===== src/shared/rcad_pkg.sv =====
package rcad_pkg;

    // ------------------------------------------------------------
    // widths and timing
    // ------------------------------------------------------------
    localparam int DATA_W = 8;
    localparam int INSTR_W = 14;
    localparam int PC_W = 12;
    localparam int FADDR_W = 7;
    localparam int CLK_PERIOD_NS = 10;
    localparam int OSC_PER_INSTR = 4;
    localparam int INSTR_PERIOD_NS = CLK_PERIOD_NS * OSC_PER_INSTR;

    // ------------------------------------------------------------
    // instruction word layout
    // ------------------------------------------------------------
    localparam int CLASS_HI = 13;
    localparam int CLASS_LO = 12;
    localparam int OP_HI = 11;
    localparam int OP_LO = 8;
    localparam int DEST_BIT = 7;
    localparam logic [1:0] CLASS_FILE = 2'h0;
    localparam logic [1:0] CLASS_WREG = 2'h1;
    localparam logic [1:0] CLASS_LIT = 2'h2;
    localparam logic [1:0] CLASS_GOTO = 2'h3;
    localparam logic [INSTR_W-1:0] INSTR_NOP = 14'h0000;

    // ------------------------------------------------------------
    // operation codes
    // ------------------------------------------------------------
    localparam logic [3:0] OP_NOP = 4'h0;
    localparam logic [3:0] OP_STORE_W = 4'h1;
    localparam logic [3:0] OP_CLEAR = 4'h2;
    localparam logic [3:0] OP_SUB = 4'h3;
    localparam logic [3:0] OP_DEC = 4'h4;
    localparam logic [3:0] OP_OR = 4'h5;
    localparam logic [3:0] OP_AND = 4'h6;
    localparam logic [3:0] OP_XOR = 4'h7;
    localparam logic [3:0] OP_ADD = 4'h8;
    localparam logic [3:0] OP_MOVE = 4'h9;
    localparam logic [3:0] OP_COMP = 4'ha;
    localparam logic [3:0] OP_INC = 4'hb;
    localparam logic [3:0] OP_ROT_R = 4'hc;
    localparam logic [3:0] OP_ROT_L = 4'hd;
    localparam logic [3:0] OP_SWAP = 4'he;

    // ------------------------------------------------------------
    // special function register map and status layout
    // ------------------------------------------------------------
    localparam logic [FADDR_W-1:0] ADDR_INDIRECT = 7'h00;
    localparam logic [FADDR_W-1:0] ADDR_PC_LOW = 7'h02;
    localparam logic [FADDR_W-1:0] ADDR_STATUS = 7'h03;
    localparam logic [FADDR_W-1:0] ADDR_POINTER = 7'h04;
    localparam int STAT_CARRY = 0;
    localparam int STAT_DIGIT = 1;
    localparam int STAT_ZERO = 2;
    localparam logic [2:0] STATUS_RST = 3'h0;
    localparam logic [DATA_W-1:0] W_RST = 8'h00;
    localparam logic [DATA_W-1:0] POINTER_RST = 8'h00;
    localparam logic [PC_W-1:0] PC_RST = 12'h000;

    typedef enum logic [1:0] {
        PH_DECODE,
        PH_READ,
        PH_EXEC,
        PH_FETCH
    } rcad_phase_t;

endpackage


===== src/verilog/rcad_ram.sv =====
`timescale 1ns/100ps
module rcad_ram #(
    parameter int AW = 7,
    parameter int DW = 8
) (
    // clock
    input wire logic clk,
    // write port
    input wire logic we,
    input wire logic [AW-1:0] waddr,
    input wire logic [DW-1:0] wdata,
    // read port, data one clock after the address
    input wire logic [AW-1:0] raddr,
    output logic [DW-1:0] rdata_q
);

    logic [DW-1:0] mem [0:(1<<AW)-1];

    always_ff @(posedge clk) begin
        if (we) begin
            mem[waddr] <= wdata;
        end
        rdata_q <= mem[raddr];
    end

endmodule


===== src/verilog/rcad_core.sv =====
// Overview of operation
// - each instruction cycle fetches one whole 14-bit word over the program bus.
// - the fetch of the next word overlaps execution; branches cost a second cycle.
// - the arithmetic unit is 8 bits wide and adds, subtracts, shifts and does logic.
// - arithmetic results wrap as two's complement values.
// - two-operand operations take one operand from the working accumulator.
// - the other operand is a file register or the instruction's immediate byte.
// - single-operand operations act on the accumulator or on one file register.
// - the accumulator is an 8-bit register that no data address reaches.
// - carry, digit carry and zero in status are updated as the operation dictates.
// - on subtraction carry and digit carry read as inverted borrows.
// - special registers, the program counter among them, sit in data space.
// - every operation works on every file register, direct or indirect.
// - in rc mode a clock output runs at a quarter of the core clock.
// - holding master clear low keeps the core in reset.
`timescale 1ns/100ps
module rcad_core
    import rcad_pkg::*;
#(
    parameter int RAM_AW = FADDR_W
) (
    // clock and resets
    input wire logic mclk,
    input wire logic rst,
    input wire logic master_clear_n,
    // oscillator mode strap
    input wire logic rc_mode,
    // program bus
    output logic [PC_W-1:0] prog_addr,
    input wire logic [INSTR_W-1:0] prog_data,
    // observation
    output logic instruction_rate_output,
    output logic [DATA_W-1:0] acc_value,
    output logic [2:0] status_flags
);

    // ------------------------------------------------------------
    // arithmetic helpers
    // ------------------------------------------------------------
    // returns {carry, digit carry, result}; a is the accumulator, b the other operand
    function automatic logic [DATA_W+1:0] alu_f(
        input logic [3:0] op,
        input logic [DATA_W-1:0] a,
        input logic [DATA_W-1:0] b,
        input logic cin
    );
        logic [DATA_W:0] s;
        logic [4:0] h;
        s = {1'b0, b} + {1'b0, a};
        h = {1'b0, b[3:0]} + {1'b0, a[3:0]};
        alu_f = {s[DATA_W], h[4], s[DATA_W-1:0]};
        unique case (op)
            OP_ADD: alu_f = {s[DATA_W], h[4], s[DATA_W-1:0]};
            OP_SUB: begin
                // b - a via inverted a; carry out is the inverted borrow
                s = {1'b0, b} + {1'b0, ~a} + 9'h001;
                h = {1'b0, b[3:0]} + {1'b0, ~a[3:0]} + 5'h01;
                alu_f = {s[DATA_W], h[4], s[DATA_W-1:0]};
            end
            OP_STORE_W: alu_f = {2'h0, a};
            OP_MOVE: alu_f = {2'h0, b};
            OP_CLEAR: alu_f = {2'h0, 8'h00};
            OP_OR: alu_f = {2'h0, a | b};
            OP_AND: alu_f = {2'h0, a & b};
            OP_XOR: alu_f = {2'h0, a ^ b};
            OP_COMP: alu_f = {2'h0, ~b};
            OP_INC: alu_f = {2'h0, b + 8'h01};
            OP_DEC: alu_f = {2'h0, b - 8'h01};
            OP_ROT_R: alu_f = {b[0], 1'b0, cin, b[DATA_W-1:1]};
            OP_ROT_L: alu_f = {b[DATA_W-1], 1'b0, b[DATA_W-2:0], cin};
            OP_SWAP: alu_f = {2'h0, b[3:0], b[7:4]};
            default: alu_f = {2'h0, a};
        endcase
    endfunction

    // which flags an operation touches: {zero, digit, carry}
    function automatic logic [2:0] affects_f(input logic [3:0] op);
        unique case (op)
            OP_ADD, OP_SUB: affects_f = 3'h7;
            OP_ROT_R, OP_ROT_L: affects_f = 3'h1;
            OP_CLEAR, OP_OR, OP_AND, OP_XOR, OP_MOVE, OP_COMP, OP_INC,
            OP_DEC: affects_f = 3'h4;
            default: affects_f = 3'h0;
        endcase
    endfunction

    // ------------------------------------------------------------
    // state
    // ------------------------------------------------------------
    rcad_phase_t phase_q, phase_d;
    logic [PC_W-1:0] pc_q, pc_d;
    logic [INSTR_W-1:0] ir_q, ir_d;
    logic flush_q, flush_d;
    logic [DATA_W-1:0] w_q, w_d;
    logic [DATA_W-1:0] ptr_q, ptr_d;
    logic [2:0] status_q, status_d;
    logic rate_q, rate_d;

    logic core_rst;
    assign core_rst = rst | ~master_clear_n;

    // ------------------------------------------------------------
    // decode
    // ------------------------------------------------------------
    logic [1:0] iclass;
    logic [3:0] op;
    logic dest_file;
    logic [FADDR_W-1:0] faddr;
    logic [FADDR_W-1:0] eff_addr;
    logic [DATA_W-1:0] literal;
    logic is_file, is_wreg, is_lit, is_goto;

    assign iclass = ir_q[CLASS_HI:CLASS_LO];
    assign op = ir_q[OP_HI:OP_LO];
    assign dest_file = ir_q[DEST_BIT];
    assign faddr = ir_q[FADDR_W-1:0];
    assign literal = ir_q[DATA_W-1:0];
    assign is_file = (iclass == CLASS_FILE);
    assign is_wreg = (iclass == CLASS_WREG);
    assign is_lit = (iclass == CLASS_LIT);
    assign is_goto = (iclass == CLASS_GOTO);
    // indirect slot resolves through the pointer register for any operation
    assign eff_addr = (faddr == ADDR_INDIRECT) ? ptr_q[FADDR_W-1:0] : faddr;

    // ------------------------------------------------------------
    // file register read: special registers or ram
    // ------------------------------------------------------------
    logic [DATA_W-1:0] ram_rdata;
    logic [DATA_W-1:0] file_value;
    logic [DATA_W-1:0] status_byte;

    assign status_byte = {5'h00, status_q};
    always_comb begin
        unique case (eff_addr)
            ADDR_INDIRECT: file_value = 8'h00;
            ADDR_PC_LOW: file_value = pc_q[DATA_W-1:0];
            ADDR_STATUS: file_value = status_byte;
            ADDR_POINTER: file_value = ptr_q;
            default: file_value = ram_rdata;
        endcase
    end

    // ------------------------------------------------------------
    // execute
    // ------------------------------------------------------------
    logic [DATA_W-1:0] operand_b;
    logic [DATA_W+1:0] alu_out;
    logic [DATA_W-1:0] result;
    logic [2:0] aff;
    logic [2:0] new_flags;
    logic exec_now;
    logic to_file;
    logic to_w;
    logic file_we;

    // accumulator is always operand a; b is file, accumulator or literal
    assign operand_b = is_file ? file_value : (is_lit ? literal : w_q);
    assign alu_out = alu_f(op, w_q, operand_b, status_q[STAT_CARRY]);
    assign result = alu_out[DATA_W-1:0];
    assign aff = is_goto ? 3'h0 : affects_f(op);
    assign new_flags = {(result == 8'h00), alu_out[DATA_W], alu_out[DATA_W+1]};
    assign exec_now = (phase_q == PH_EXEC) && !is_goto;
    assign to_file = is_file && (dest_file || op == OP_STORE_W) && op != OP_NOP;
    assign to_w = (is_wreg || is_lit || (is_file && !dest_file)) && op != OP_STORE_W
                  && op != OP_NOP;
    assign file_we = exec_now && to_file;

    logic ram_we;
    assign ram_we = file_we && eff_addr != ADDR_INDIRECT && eff_addr != ADDR_PC_LOW
                    && eff_addr != ADDR_STATUS && eff_addr != ADDR_POINTER;

    rcad_ram #(
        .AW(RAM_AW),
        .DW(DATA_W)
    ) u_ram (
        .clk(mclk),
        .we(ram_we),
        .waddr(eff_addr),
        .wdata(result),
        .raddr(eff_addr),
        .rdata_q(ram_rdata)
    );

    logic pcl_write;
    logic take_branch;
    logic [PC_W-1:0] branch_target;

    assign pcl_write = file_we && eff_addr == ADDR_PC_LOW;
    assign take_branch = (phase_q == PH_EXEC) && (is_goto || pcl_write);
    assign branch_target = is_goto ? ir_q[PC_W-1:0] : {pc_q[PC_W-1:DATA_W], result};

    // ------------------------------------------------------------
    // next-state logic
    // ------------------------------------------------------------
    always_comb begin
        phase_d = phase_q;
        unique case (phase_q)
            PH_DECODE: phase_d = PH_READ;
            PH_READ: phase_d = PH_EXEC;
            PH_EXEC: phase_d = PH_FETCH;
            PH_FETCH: phase_d = PH_DECODE;
        endcase
    end

    // accumulator has no address, only instructions reach it
    assign w_d = (exec_now && to_w) ? result : w_q;
    assign ptr_d = (file_we && eff_addr == ADDR_POINTER) ? result : ptr_q;

    always_comb begin
        status_d = status_q;
        if (file_we && eff_addr == ADDR_STATUS) begin
            status_d = result[2:0];
        end
        // flag updates from the operation win over a direct status write
        if (exec_now) begin
            status_d = (status_d & ~aff) | (new_flags & aff);
        end
    end

    // a branch drops the word fetched in its own cycle and holds the pc there,
    // so the target is fetched again one cycle later: one extra cycle per branch
    assign flush_d = take_branch ? 1'b1 : ((phase_q == PH_FETCH) ? 1'b0 : flush_q);
    assign pc_d = take_branch ? branch_target
                  : ((phase_q == PH_FETCH && !flush_q) ? pc_q + 12'h001 : pc_q);
    assign ir_d = (phase_q == PH_FETCH) ? (flush_q ? INSTR_NOP : prog_data) : ir_q;
    assign rate_d = rc_mode && (phase_d == PH_EXEC || phase_d == PH_FETCH);

    // ------------------------------------------------------------
    // registers
    // ------------------------------------------------------------
    always_ff @(posedge mclk) begin
        if (core_rst) begin
            phase_q <= PH_DECODE;
            pc_q <= PC_RST;
            ir_q <= INSTR_NOP;
            flush_q <= 1'b0;
            rate_q <= 1'b0;
        end else begin
            phase_q <= phase_d;
            pc_q <= pc_d;
            ir_q <= ir_d;
            flush_q <= flush_d;
            rate_q <= rate_d;
        end
    end

    always_ff @(posedge mclk) begin
        if (core_rst) begin
            w_q <= W_RST;
            ptr_q <= POINTER_RST;
            status_q <= STATUS_RST;
        end else begin
            w_q <= w_d;
            ptr_q <= ptr_d;
            status_q <= status_d;
        end
    end

    // ------------------------------------------------------------
    // outputs
    // ------------------------------------------------------------
    assign prog_addr = pc_q;
    assign instruction_rate_output = rate_q;
    assign acc_value = w_q;
    assign status_flags = status_q;

endmodule


===== config.mk =====
export PLATFORM = sky130hd
export DESIGN_NAME = rcad_core
export DESIGN_NICKNAME = d
export VERILOG_FILES = /design/src/shared/rcad_pkg.sv /design/src/verilog/rcad_ram.sv /design/src/verilog/rcad_core.sv
export SDC_FILE = /design/constraint.sdc
export NUM_CORES = 1
export LEC_CHECK = 0
export BUFFER_PORTS_ARGS = -buffer_cell sky130_fd_sc_hd__buf_2
export CELL_PAD_IN_SITES_DETAIL_PLACEMENT = 2
export CELL_PAD_IN_SITES_GLOBAL_PLACEMENT = 2
export CORE_MARGIN = 2
export CORE_UTILIZATION = 25
export DETAILED_ROUTE_END_ITERATION = 6
export PLACE_DENSITY = 0.44
export SYNTH_ARGS = -nofsm -noshare
export SYNTH_HDL_FRONTEND = slang
export SYNTH_HIERARCHICAL = 1
export SYNTH_SLANG_ARGS = --single-unit
export TNS_END_PERCENT = 1

===== constraint.sdc =====
create_clock -name mclk -period 7.6 [get_ports mclk]
set_clock_uncertainty 0.2 [all_clocks]
set_input_delay 0.76 -clock mclk [delete_from_list [all_inputs] [get_ports mclk]]
set_output_delay 0.76 -clock mclk [all_outputs]
set_load 0.01 [all_outputs]

==> results.md <==
- Status: finished, final reports clean
- Final HPWL DP: 90,450 um
- CP Class: reg -> reg
- Ys flop type: edfxtp_1
- Die area: 0.1829 mm^2
- Final setup viols: 0
- Final hold vios: 0
- R2R setup slack: 0.81 ns
- Area delta synth->final: 17.34%
- Most frequent cells in the layout: edfxtp_1, mux4_2, nor2_1
- Register area: 0.03195 mm^2
- Post-Syn Nets: 2,371
- DRC Markers: 0
- Area of the multi-input gates: 0.01231 mm^2
- R2r endpoint: u_ram/mem[96][7]
- Worst min path class: in -> reg
- CTS buffer count: 133
- # IOs: 42
- Fin. max-slew vios: 0
- Die extent in y: 427.6 um
- Setup crit end kind: flip-flop
- Number of flops mapped to enable cells by yosys: 1,024
- Pin count of the biggest net entering global routing: 98
- HP Start: prog_data[12]
- Crit path max fanout: 85
- Clock tree root buffer cell: clkbuf_16
- Total track usage: 15.54%
- Yosys warning total: 6
- Worst hold path depth: 3
- Gpl congestion: 0.8261
- FF-to-FF path depth: 16
- Post-synth ARST share: 0%
- Vias in the first global route: 25.76k
- Final Critical Period: 6.789 ns
- Worst vdd ir: 0.2284 mV
- PwrDens: 240.5 mW/mm^2
- Slew HR: 15.62%
- TritonCTS clock tree: done
- Routed len/inst: 28.55 um
- Core ar.: 0.1784 mm^2
- Commonest non-fill, non-tap cell in the layout: edfxtp_1
- Initial core utilization: 25.15%
- First-pass GRT wire length: 202,000 um
- Share of cells above drive strength 1: 27.58%
- RSZ-0062 raised after global routing: false
- Hold EP: ir_q[12]
- Port Buffer Count: 41
- Post-CTS Setup Bufs: 0
- Post-Syn Area: 0.04487 mm^2
- Sequential area share after synthesis: 71.21%
- Global route total overflow: 0
- Final wirelength: 140,500 um
- Reg2Reg Launch Point: ir_q[2]
- Worst slew pin tran: 1.266 ns
- Setup WS pre-CTS: 0.8957 ns
- CP arrival: 7.10 ns
- Synth unique cells: 90
- Clk slew on worst S/H paths: 0.06 ns
- Pleak: 16.51 nW
- CP Data Required Time: 7.91 ns
- Clk sinks: 1,084
- Final worst slack: 0.8113 ns
- Register bit total from synthesis: 1,084
- Final ANT Viol Nets: 0
- Utilization after layout: 29.51%
- Row Count: 155
- Setup Total Neg Slack: 0 ns
- H-Tree Level Count: 4
- Initial DRC count: 1,615
- Antenna violations before repair: 3
- Layout net count: 2,522
- Chip width: 427.6 um
- Fillcell total: 18.00k
- First-pass iteration count of the detailed router: 5
- Total Power: 12.66 mW
- Max_cap viols: 0
- Via density: 4.764
- Routed vias: 23.44k
- Clk_lat worst skew: 0.77 ns
- Mapped Cells: 2,310
- Peak Freq: 147.3 MHz
- Synthesized area per cell: 19.42 um^2
- Critical Path Start Type: flip-flop
- Period utilization: 89.33%
- Clock buffer depth: 3
per-stage QoR:
stage | hold WS (ns) | instance area (um^2) | instances
6_report | 0.08821 | 52650 | 4920
5_1_grt | 0.05041 | 52640 | 4918
4_1_cts | 0.003407 | 52640 | 4918
3_5_place_dp | 0.2876 | 48390 | 4675
3_3_place_gp | 0.2718 | 48390 | 4675
2_1_floorplan | 0.2501 | 44870 | 2310
Yosys cell counts (7+ instances only):
cell	number	area share, %
nand2b_1	14	0.20
edfxtp_1	1024	69
a31oi_1	12	0.17
o21a_1	7	0.12
clkbuf_1	76	0.64
and3_1	12	0.17
a211oi_1	17	0.28
a21o_1	11	0.18
a21oi_1	38	0.42
ha_1	40	1.1
xnor2_1	8	0.16
buf_4	12	0.20
nor3_1	23	0.26
nor2_1	201	1.7
nand3_1	28	0.31
mux2i_1	22	0.49
buf_2	19	0.21
a22oi_1	9	0.15
mux4_2	336	17
o211ai_1	9	0.15
dfxtp_1	60	2.7
mux2_2	8	0.20
nor2b_1	27	0.38
a2bb2oi_1	7	0.14
inv_1	35	0.29
nand2_1	57	0.48
buf_1	21	0.18
o21ai_0	28	0.31
o22ai_1	7	0.098
critical path: stages, from the launching register on:
cell and delay, ns:
dfxtp_1 0.69, nor3b_2 0.59, o21a_1 0.21, nor2_1 0.06, o311ai_1 0.60, nand2_1 0.38
ha_1 0.56, nor3b_1 0.11, o311ai_0 0.56, a211oi_1 0.21, or4_1 0.45, a21oi_1 0.19
nor4b_1 0.08, a2bb2oi_1 0.18, buf_4 0.23, inv_4 0.61, buf_4 0.50
registers in the layout, summed over array words and instances, names as in the netlist, 2 cells and up, named ones only:
signal and flops:
phase_q 2, acc_value 8, u_ram/rdata_q 8, status_flags 3
ir_q 14, ptr_q 8, prog_addr 12, u_ram/mem 1024
worst max path at each step:
stage	startpoint	endpoint	slack [ns]	cells past startpoint
4_1_cts	ir_q[12]	u_ram/mem[122][3]	0.85	16
3_3_place_gp	ir_q[12]	acc_value[3]	1.04	18
2_1_floorplan	ir_q[3]	u_ram/mem[0][3]	1.48	15
3_5_place_dp	ir_q[12]	u_ram/mem[53][3]	0.90	16
5_1_grt	ir_q[12]	acc_value[3]	0.30	18
6_report	ir_q[2]	u_ram/mem[96][7]	0.81	16
layout make-up:
class                   instances  share of cell area [%]
flip-flops and latches       1084                   60.69
multi-input cells            1059                   23.39
clock buffers                 156                   6.647
well taps                    2355                   5.597
repair buffers                146                   2.082
clock inverters                81                   1.319
inverters                      37                  0.2733
diodes                          2                0.009506
power by group:
part	switching [mW]	leakage (nW)	internal [mW]
sequential	0.00137	10.2	6.45
clock	2.51	2.05	3.63
combinational	0.0515	4.22	0.0250
layer usage:
layer / track usage (%) / part of all wire, % / up-vias
li1: - / - / 9896
met2: 25.99 / 49 / 405
met3: 2.585 / 3.4 / 155
met1: 21.08 / 46 / 12980
met5: 0 / 0 / -
met4: 3.626 / 1.8 / 0
logic make-up (layout without fill, tap and decap cells):
logic type	Yosys count	count (layout)	synth area share, %
muxes	366	366	17.56
other	0	2	0
AOI/OAI and AO/OA	225	225	3.728
xor gates and xnor gates	13	13	0.2538
adders and majority gates	43	43	1.249
and+or+nand+nor	412	412	4.434
buffers and inverters	167	420	1.570
DFF	1084	1084	71.21
what timing repair did:
item	CTS	global route
hold buffers	6	0
gates resized for setup	0	0
hold endpoints to repair	6	0
(Power assumes the default switching activity.)
